$ cat config.mk
export PLATFORM = sky130hd
export DESIGN_NAME = charger_status_fault_control
export DESIGN_NICKNAME = d
export VERILOG_FILES = /design/src/hdl/charger_status_pkg.sv /design/src/hdl/charger_status_fault_control.sv
export VERILOG_INCLUDE_DIRS = /design/src /design/src/hdl
export SDC_FILE = /design/constraint.sdc
export NUM_CORES = 1
export LEC_CHECK = 0
export BUFFER_PORTS_ARGS = -buffer_cell sky130_fd_sc_hd__buf_2
export CORE_ASPECT_RATIO = 1.5
export CORE_MARGIN = 3
export CORE_UTILIZATION = 40
export CTS_CLUSTER_DIAMETER = 50
export DETAILED_ROUTE_END_ITERATION = 8
export SLEW_MARGIN = 30
export SYNTH_ARGS = -nofsm -noshare
export SYNTH_HDL_FRONTEND = slang
export SYNTH_SLANG_ARGS = --single-unit
$ cat constraint.sdc
create_clock -name clk_i -period 2.6 [get_ports clk_i]
set_input_delay 0.26 -clock clk_i [delete_from_list [all_inputs] [get_ports clk_i]]
set_output_delay 0.26 -clock clk_i [all_outputs]
set_load 0.01 [all_outputs]
$ cat src/hdl/charger_status_defines.svh
// Purpose: timing counts and codes for the charger status and fault control
// Assumes: 50 MHz system clock
// Notes: oscillator cycles are counted on the osc_tick_i strobe
`ifndef CHARGER_STATUS_DEFINES_SVH
`define CHARGER_STATUS_DEFINES_SVH
`define CLK_FREQ_HZ 50000000
`define STEP_TIME_MS 500
`define STEP_CYCLES ((`CLK_FREQ_HZ / 1000) * `STEP_TIME_MS)
`define FLASH_RATE_HZ 1
`define FLASH_HALF_CYCLES (`CLK_FREQ_HZ / (2 * `FLASH_RATE_HZ))
`define SHORT_CHECK_OSC 384
`define EOC_QUAL_OSC 3
`endif

$ cat src/hdl/charger_status_pkg.sv
// Purpose: types for the charger status and fault control
// Assumes: nothing
// Notes: one-hot state codes
package charger_status_pkg;
   typedef enum logic [7:0] {
      ST_PLUG_RED = 8'b0000_0001,
      ST_PLUG_GRN = 8'b0000_0010,
      ST_PLUG_YEL = 8'b0000_0100,
      ST_IDLE = 8'b0000_1000,
      ST_SHORT_CHK = 8'b0001_0000,
      ST_CHARGE = 8'b0010_0000,
      ST_DONE = 8'b0100_0000,
      ST_LATCHED = 8'b1000_0000
   } charge_state_t;

   typedef struct packed {
      logic eoc_current_low;
      logic above_recharge;
      logic above_short_level;
      logic timeout_done;
      logic timeout_with_voltage;
      logic trickle_timeout;
   } core_status_t;

   typedef struct packed {
      logic above_cold_limit;
      logic below_cold_release;
      logic below_hot_limit;
      logic above_hot_release;
   } temp_compare_t;
endpackage : charger_status_pkg

$ cat src/hdl/charger_status_fault_control.sv
// Purpose: indicator, recharge and ambient temperature control for a li-ion charger
// Assumes: inputs synchronous to clk_i; osc_tick_i one pulse per oscillator cycle
// Notes: indicator sinks active low, 1 means released
// How it works
// - after end-of-charge and charger off, recharge restarts below threshold, green stays
// - power-on steps red, green, yellow, off, each 500ms
// - charging drives red sink low, green released
// - qualified end-of-charge or timeout completion shows green
// - green holds until power cycle, enable removal or latched fault, recharge included
// - temperature fault shows steady yellow, self-clears when back in range
// - other faults flash yellow at 1Hz, latched until enable toggles
// - foldback low current gives no end-of-charge below recharge threshold
// - ambient out of window pauses charge, resumes once back in range
// - hot limit shift pin grounded unless charging
// - cold condition sets above 2.0V, clears below threshold less hysteresis
// - hot condition sets below 0.714V, clears above threshold plus hysteresis
// - short fault if below 1V after 384 oscillator cycles of trickle
// - end-of-charge needs voltage above recharge and low current for 3 oscillator cycles
`timescale 1ns/1ns
`include "charger_status_defines.svh"

module charger_status_fault_control #(
   parameter int STEP_CYCLES = `STEP_CYCLES,
   parameter int FLASH_HALF_CYCLES = `FLASH_HALF_CYCLES,
   parameter int SHORT_CHECK_OSC = `SHORT_CHECK_OSC
) (
   // clock and reset
   input wire logic clk_i,
   input wire logic rst_i,
   // battery enable and oscillator
   input wire logic enable_n_i,
   input wire logic osc_tick_i,
   // analog core status
   input wire charger_status_pkg::core_status_t core_i,
   input wire charger_status_pkg::temp_compare_t temp_i,
   // indicator and pins
   output logic red_indicator_sink_n_o,
   output logic green_indicator_sink_n_o,
   output logic hot_limit_shift_pin_o,
   output logic charge_on_o,
   output logic temp_fault_o
);
   import charger_status_pkg::*;

   charge_state_t state;
   charge_state_t next_state;
   logic [31:0] step_cnt;
   logic [31:0] flash_cnt;
   logic flash_phase;
   logic [15:0] osc_cnt;
   logic [2:0] eoc_cnt;
   logic green_latched;
   logic cold_flag;
   logic hot_flag;
   logic enable_n_q;
   logic seq_done;

   wire step_done = (step_cnt == 32'(STEP_CYCLES - 1));
   wire temp_bad = cold_flag | hot_flag;
   wire enable_rise = enable_n_i & ~enable_n_q;
   wire eoc_qual = (eoc_cnt >= 3'(`EOC_QUAL_OSC));
   // current low only counts with voltage above recharge, so foldback cannot end charge
   wire eoc_cond = core_i.eoc_current_low & core_i.above_recharge;
   wire finished = eoc_qual | (core_i.timeout_done & core_i.timeout_with_voltage);
   wire non_temp_fault = core_i.trickle_timeout |
      (core_i.timeout_done & ~core_i.timeout_with_voltage);
   wire short_done = (osc_cnt == 16'(SHORT_CHECK_OSC));
   wire charging = (state == ST_SHORT_CHK) | (state == ST_CHARGE);
   wire paused = charging & temp_bad;

   // hysteresis latches on the window comparators
   wire next_cold = cold_flag ? ~temp_i.below_cold_release : temp_i.above_cold_limit;
   wire next_hot = hot_flag ? ~temp_i.above_hot_release : temp_i.below_hot_limit;

   always_comb begin
      next_state = state;
      case (state)
         ST_PLUG_RED: if (step_done) next_state = ST_PLUG_GRN;
         ST_PLUG_GRN: if (step_done) next_state = ST_PLUG_YEL;
         ST_PLUG_YEL: if (step_done) next_state = ST_IDLE;
         ST_IDLE: begin
            if (!enable_n_i && !temp_bad && seq_done) next_state = ST_SHORT_CHK;
         end
         ST_SHORT_CHK: begin
            if (enable_n_i) next_state = ST_IDLE;
            else if (short_done && !core_i.above_short_level) next_state = ST_LATCHED;
            else if (short_done) next_state = ST_CHARGE;
         end
         ST_CHARGE: begin
            if (enable_n_i) next_state = ST_IDLE;
            else if (non_temp_fault) next_state = ST_LATCHED;
            else if (finished) next_state = ST_DONE;
         end
         ST_DONE: begin
            if (enable_n_i) next_state = ST_IDLE;
            else if (!core_i.above_recharge && !temp_bad) next_state = ST_SHORT_CHK;
         end
         ST_LATCHED: if (enable_rise) next_state = ST_IDLE;
         default: next_state = ST_IDLE;
      endcase
   end

   always_ff @(posedge clk_i) begin
      if (rst_i) begin
         state <= ST_PLUG_RED;
         step_cnt <= 32'h0000_0000;
         flash_cnt <= 32'h0000_0000;
         flash_phase <= 1'b0;
         osc_cnt <= 16'h0000;
         eoc_cnt <= 3'h0;
         green_latched <= 1'b0;
         cold_flag <= 1'b0;
         hot_flag <= 1'b0;
         enable_n_q <= 1'b1;
         seq_done <= 1'b0;
      end else begin
         // ambient window freezes the sequencer and the short-check count and clears the eoc count
         if (!paused) state <= next_state;
         step_cnt <= (step_done || state != next_state) ? 32'h0000_0000 : step_cnt + 32'h1;
         if (flash_cnt == 32'(FLASH_HALF_CYCLES - 1)) begin
            flash_cnt <= 32'h0000_0000;
            flash_phase <= ~flash_phase;
         end else begin
            flash_cnt <= flash_cnt + 32'h1;
         end
         if (state != ST_SHORT_CHK) osc_cnt <= 16'h0000;
         else if (osc_tick_i && !short_done && !paused) osc_cnt <= osc_cnt + 16'h1;
         // low current while stopped is no end-of-charge
         if (state != ST_CHARGE || !eoc_cond || paused) eoc_cnt <= 3'h0;
         else if (osc_tick_i && !eoc_qual) eoc_cnt <= eoc_cnt + 3'h1;
         if (state == ST_DONE) green_latched <= 1'b1;
         else if (state == ST_IDLE || state == ST_LATCHED) green_latched <= 1'b0;
         cold_flag <= next_cold;
         hot_flag <= next_hot;
         enable_n_q <= enable_n_i;
         // off step of the plug-in sequence held once after power-on
         if (state == ST_IDLE && step_done) seq_done <= 1'b1;
      end
   end

   // indicator selection
   logic next_red_n;
   logic next_grn_n;
   always_comb begin
      next_red_n = 1'b1;
      next_grn_n = 1'b1;
      case (state)
         ST_PLUG_RED: next_red_n = 1'b0;
         ST_PLUG_GRN: next_grn_n = 1'b0;
         ST_PLUG_YEL: begin
            next_red_n = 1'b0;
            next_grn_n = 1'b0;
         end
         ST_SHORT_CHK, ST_CHARGE: begin
            if (green_latched) next_grn_n = 1'b0;
            else next_red_n = 1'b0;
         end
         ST_DONE: next_grn_n = 1'b0;
         ST_LATCHED: begin
            next_red_n = flash_phase;
            next_grn_n = flash_phase;
         end
         default: begin
            next_red_n = 1'b1;
            next_grn_n = 1'b1;
         end
      endcase
      if (temp_bad && state != ST_LATCHED && !state[0] && !state[1] && !state[2]) begin
         next_red_n = 1'b0;
         next_grn_n = 1'b0;
      end
   end

   always_ff @(posedge clk_i) begin
      if (rst_i) begin
         red_indicator_sink_n_o <= 1'b1;
         green_indicator_sink_n_o <= 1'b1;
         hot_limit_shift_pin_o <= 1'b1;
         charge_on_o <= 1'b0;
         temp_fault_o <= 1'b0;
      end else begin
         red_indicator_sink_n_o <= next_red_n;
         green_indicator_sink_n_o <= next_grn_n;
         hot_limit_shift_pin_o <= ~charging;
         charge_on_o <= charging & ~temp_bad;
         temp_fault_o <= temp_bad;
      end
   end

   property p_shift_pin;
      @(posedge clk_i) disable iff (rst_i)
      charging |=> hot_limit_shift_pin_o == 1'b0;
   endproperty
   a_shift_pin: assert property (p_shift_pin) else $error("shift pin not released");

   property p_charge_red;
      @(posedge clk_i) disable iff (rst_i)
      (state == ST_CHARGE && !green_latched && !temp_bad) |=>
         (!red_indicator_sink_n_o && green_indicator_sink_n_o);
   endproperty
   a_charge_red: assert property (p_charge_red) else $error("charge not red");

   property p_done_green;
      @(posedge clk_i) disable iff (rst_i)
      (state == ST_DONE && !temp_bad) |=> (red_indicator_sink_n_o && !green_indicator_sink_n_o);
   endproperty
   a_done_green: assert property (p_done_green) else $error("done not green");

   property p_temp_yellow;
      @(posedge clk_i) disable iff (rst_i)
      (temp_bad && state == ST_IDLE) |=>
         (!red_indicator_sink_n_o && !green_indicator_sink_n_o);
   endproperty
   a_temp_yellow: assert property (p_temp_yellow) else $error("no yellow on temp");

   property p_flash_together;
      @(posedge clk_i) disable iff (rst_i)
      $past(state) == ST_LATCHED && state == ST_LATCHED |->
         red_indicator_sink_n_o == green_indicator_sink_n_o;
   endproperty
   a_flash_together: assert property (p_flash_together) else $error("flash split");

   property p_latched_hold;
      @(posedge clk_i) disable iff (rst_i)
      (state == ST_LATCHED && !enable_rise) |=> state == ST_LATCHED;
   endproperty
   a_latched_hold: assert property (p_latched_hold) else $error("fault left latch");

   property p_idle_dark;
      @(posedge clk_i) disable iff (rst_i)
      (state == ST_IDLE && !temp_bad) |=> (red_indicator_sink_n_o && green_indicator_sink_n_o);
   endproperty
   a_idle_dark: assert property (p_idle_dark) else $error("idle not dark");

   property p_cold_set;
      @(posedge clk_i) disable iff (rst_i)
      temp_i.above_cold_limit |=> cold_flag;
   endproperty
   a_cold_set: assert property (p_cold_set) else $error("cold not set");

   property p_hot_set;
      @(posedge clk_i) disable iff (rst_i)
      temp_i.below_hot_limit |=> hot_flag;
   endproperty
   a_hot_set: assert property (p_hot_set) else $error("hot not set");

   property p_pause;
      @(posedge clk_i) disable iff (rst_i)
      (charging && temp_bad) |=> $stable(state);
   endproperty
   a_pause: assert property (p_pause) else $error("charge not paused");

   property p_off_hold;
      @(posedge clk_i) disable iff (rst_i)
      (state == ST_IDLE && !seq_done) |=> state == ST_IDLE;
   endproperty
   a_off_hold: assert property (p_off_hold) else $error("off step cut short");

   property p_pause_eoc;
      @(posedge clk_i) disable iff (rst_i)
      paused |=> eoc_cnt == 3'h0;
   endproperty
   a_pause_eoc: assert property (p_pause_eoc) else $error("eoc counted while paused");

   property p_pause_off;
      @(posedge clk_i) disable iff (rst_i)
      paused |=> (!charge_on_o && temp_fault_o);
   endproperty
   a_pause_off: assert property (p_pause_off) else $error("paused charge still on");

   property p_foldback;
      @(posedge clk_i) disable iff (rst_i)
      (state == ST_CHARGE && !core_i.above_recharge) |=> eoc_cnt == 3'h0;
   endproperty
   a_foldback: assert property (p_foldback) else $error("eoc below recharge level");

   property p_eoc_done;
      @(posedge clk_i) disable iff (rst_i)
      (state == ST_CHARGE && eoc_qual && !non_temp_fault && !enable_n_i && !temp_bad) |=>
         state == ST_DONE;
   endproperty
   a_eoc_done: assert property (p_eoc_done) else $error("qualified eoc not done");

   property p_short_fault;
      @(posedge clk_i) disable iff (rst_i)
      (state == ST_SHORT_CHK && short_done && !core_i.above_short_level && !enable_n_i &&
         !temp_bad) |=> state == ST_LATCHED;
   endproperty
   a_short_fault: assert property (p_short_fault) else $error("short not latched");

   property p_recharge_green;
      @(posedge clk_i) disable iff (rst_i)
      (charging && green_latched && !temp_bad) |=>
         (red_indicator_sink_n_o && !green_indicator_sink_n_o);
   endproperty
   a_recharge_green: assert property (p_recharge_green) else $error("recharge not green");

   property p_cold_hold;
      @(posedge clk_i) disable iff (rst_i)
      (cold_flag && !temp_i.below_cold_release) |=> cold_flag;
   endproperty
   a_cold_hold: assert property (p_cold_hold) else $error("cold cleared early");

   property p_hot_hold;
      @(posedge clk_i) disable iff (rst_i)
      (hot_flag && !temp_i.above_hot_release) |=> hot_flag;
   endproperty
   a_hot_hold: assert property (p_hot_hold) else $error("hot cleared early");

   property p_shift_ground;
      @(posedge clk_i) disable iff (rst_i)
      !charging |=> hot_limit_shift_pin_o == 1'b1;
   endproperty
   a_shift_ground: assert property (p_shift_ground) else $error("shift pin not grounded");
endmodule : charger_status_fault_control

==> out/results.ini <==
[placement]
dpl.cell_count = 782
place_hpwl_um = 8810
gp_congestion = 0.919
io_buffers = 18

[synthesis]
synthDistinctLibCells = 58
syn_nets = 630
synth_top_area_share_pct = 39.0
muxShareOfSynthArea_pct = 0.573
synthFlopType = dfxtp_1
yosys.area_share.simple_pct = 34.8
synth-async-reset-ratio_pct = 0
synth_top_area_cell = dfxtp_1
synth-adder-area-share_pct = 1.43
netlist_area_mm2 = 0.00524
syn_area_per_cell_um2 = 8.59
seq_area_frac_synth_pct = 39.0
syn_inst = 610
synth_compound_area_share_pct = 8.55
synth_area_leaders = dfxtp_1, xor2_1, nor2_1
synth_edf_count = 0
yosysWarnings = 0
yosys_register_bits = 102
synth_top_family_by_area = simple AND/OR/NAND/NOR gates
synth-xor-area-share_pct = 11.9

[die]
initial_core_util_pct = 41.5
num_rows = 50
die_y_um = 146
ios = 19
die-area_mm2 = 0.0145
core-area_mm2 = 0.0126
die_w_um = 99.5

[sta]
period_minus_slack_ns = 2.53
hold_viol = 0
finalCritPeriodShare_pct = 97.3
maxSlewViolCount = 0
setup_violations = 0
maxSlewHeadroom_pct = 60.1
clock.fmax_ghz = 0.395
fin_skew_ns = 0.00543
tightest_slew_ns = 0.599

[clocking]
cts_tree = done
cts_root_buf = clkbuf_16
clk_pin_slew_ns = 0.07
cts_buffers = 9
clk_path_buf_depth = 2
clock_latency_ns = 0.34
cts.sinks = 102
cts-htree-levels = 3

[critical_path]
critPathTopFamily = simple AND/OR/NAND/NOR gates
cp-start-kind = register
reg2reg_slack_ns = 0.07
critPathKind = reg2reg
slowest_stage = or4_4
cp.buffers_inverters = 1
cp_max_fo = 6
required_ns = 2.87
cp_cell_sequence = ha_1 > ha_1 > a211o_1 > or4_4 > o22ai_2 > a211o_1 > nand4_4 > clkbuf_16 > nor3_2
crit_arrival_ns = 2.80
cp-end-kind = register
crit_path_max_incr_delay_ns = 0.44

[power]
p_sw_mw = 0.826
vdd_drop_max_v = 0.000289
p_int_mw = 2.52
seqPwrFrac_pct = 47.8
powerDensity_mw_per_mm2 = 555
leakage_nw = 2.06
combPwrFrac_pct = 12.5
p_sw_share_pct = 24.7
pwr-share-clk_pct = 39.7

[route]
vias_per_cell = 5.57
drcViolationCount = 0
antenna_left = 0
detail_route.wl_per_cell_um = 15.1
via_count = 4484
firstDrtPassIters = 5
routed_wirelength_um = 12200
drtIter0Drc = 246

[layout]
final_util_pct = 47.7
nFillCells = 1250
seq_area_mm2 = 0.00204
multiInputGateArea_mm2 = 0.00303
nNetsFinal = 665
area_growth_pct = 14.9
drive_gt1_share_pct = 17.4
stdcell_count = 805
antenna_cells = 0

[global_route]
grt_start_max_net_pins = 33
grt_pass1_wl_um = 20100
antenna_found_initial = 0
grt_pass1_vias = 4315
overflow = 0
grt_use_total_pct = 16.6

[outcome]
status = finished clean

[worst_hold_path]
hp-class = in2reg

[flow_run]
max_cap_viol_count = 0

==> per-layer routing <==
metal | vias to the layer above | share of wire [%] | global-route usage (%)
met5 | - | 0 | 0
met4 | 0 | 2.8 | 7.66
met3 | 26 | 2.2 | 2.63
met2 | 75 | 54 | 29.6
met1 | 2139 | 41 | 19.1
li1 | 2244 | - | -
==> layout by cell type (no fill, tap or decap), drive strengths merged, types with 23 or more instances in the layout <==
cell   count
nor2      85
xnor2     32
xor2      39
buf       50
nor3      45
o21ai     23
nand2     41
nand4     27
dfxtp    102
nand3     34
==> repair_timing <==
item	CTS	global route
resized for setup	0	5
setup buffers	0	4
endpoints found under the setup margin	0	25
hold buffers	0	0
==> sequential cells by signal (all words and copies together), names as in the netlist <==
| name | count |
|---|---|
| charge_on_o | 1 |
| cold_flag | 1 |
| enable_n_q | 1 |
| eoc_cnt | 3 |
| flash_cnt | 32 |
| flash_phase | 1 |
| green_indicator_sink_n_o | 1 |
| green_latched | 1 |
| hot_flag | 1 |
| hot_limit_shift_pin_o | 1 |
| osc_cnt | 16 |
| red_indicator_sink_n_o | 1 |
| seq_done | 1 |
| state | 8 |
| step_cnt | 32 |
| temp_fault_o | 1 |
==> metrics by stage <==
step           TNS (ns)  hold WS, ns  power (mW)  area [um2]  worst slack [ns]
4_1_cts               0        0.146        3.32        5900            0.0937
6_report              0        0.149        3.34        6020            0.0698
5_1_grt          -0.129        0.172        3.47        6020           -0.0175
3_5_place_dp          0        0.452        1.99        5610             0.116
2_1_floorplan         0        0.404        1.89        5240             0.271
3_3_place_gp          0        0.446        1.99        5610             0.168
==> cells in the mapped netlist (2+ instances only) <==
master and instances:
dfxtp_1 102, nor2_1 85, nand2_1 41, xor2_1 39
nand3_1 34, xnor2_1 32, nor3_2 28, nand4_1 25
o21ai_0 23, clkbuf_1 20, nor4_1 19, a21oi_1 16
nor3_1 16, inv_1 14, and3_1 12, or3_1 11
or2_2 7, a211oi_1 6, ha_1 6, and2_1 5
and4_1 5, buf_2 5, buf_6 4, or4_1 4
a211o_1 3, mux2i_1 3, nand3b_1 3, nand4b_1 3
nor4b_1 3, a22oi_1 2, and3b_1 2, and4b_1 2
nand2b_1 2, nor2b_1 2, nor3b_1 2, o22ai_1 2
==> logic make-up (layout without fill, tap and decap cells) <==
| group | Yosys count | after routing |
|---|---|---|
| mux | 3 | 3 |
| fa+ha+maj | 6 | 6 |
| simple gates | 318 | 319 |
| flops | 102 | 102 |
| xor+xnor | 71 | 71 |
| compound gates | 67 | 67 |
| buf+inv | 43 | 81 |
==> worst reg2reg max path: cells and delay by family (launching register included) <==
family | cells | cell delay, ns
simple gates | 3 | 0.82
compound gates | 3 | 0.64
flops | 1 | 0.34
fa+ha+maj | 2 | 0.38
buf+inv | 1 | 0.26
==> area by class of cell <==
cell class | instances | share of cell area (%)
timing repair buffer | 52 | 6.86
tap | 156 | 3.24
clock buffer | 12 | 4.09
multi-input combinational | 466 | 50.3
inverter | 14 | 0.872
sequential | 102 | 33.9
clock inverter | 3 | 0.748
==> final timing paths <==
kind	startpoint	endpoint	depth (start not counted)
worst min register to register	step_cnt[0]$_SDFF_PP0_	step_cnt[0]$_SDFF_PP0_	1
worst min-delay path	temp_i[3]	cold_flag$_SDFF_PP0_	3
worst max-delay path	eoc_cnt[0]$_SDFFE_PP0P_	step_cnt[14]$_SDFF_PP0_	9
worst max register to register	eoc_cnt[0]$_SDFFE_PP0P_	step_cnt[14]$_SDFF_PP0_	9
==> power groups by stage <==
stage                     clock, mW  sequential, mW  combinational, mW
after global placement            0            1.63              0.356
final                          1.33            1.60              0.416
after CTS                      1.36            1.60              0.361
after global routing           1.42            1.60              0.452
after detailed placement          0            1.63              0.360
after floorplan                   0            1.63              0.254
No activity file was read; power rests on OpenSTA's default activity.
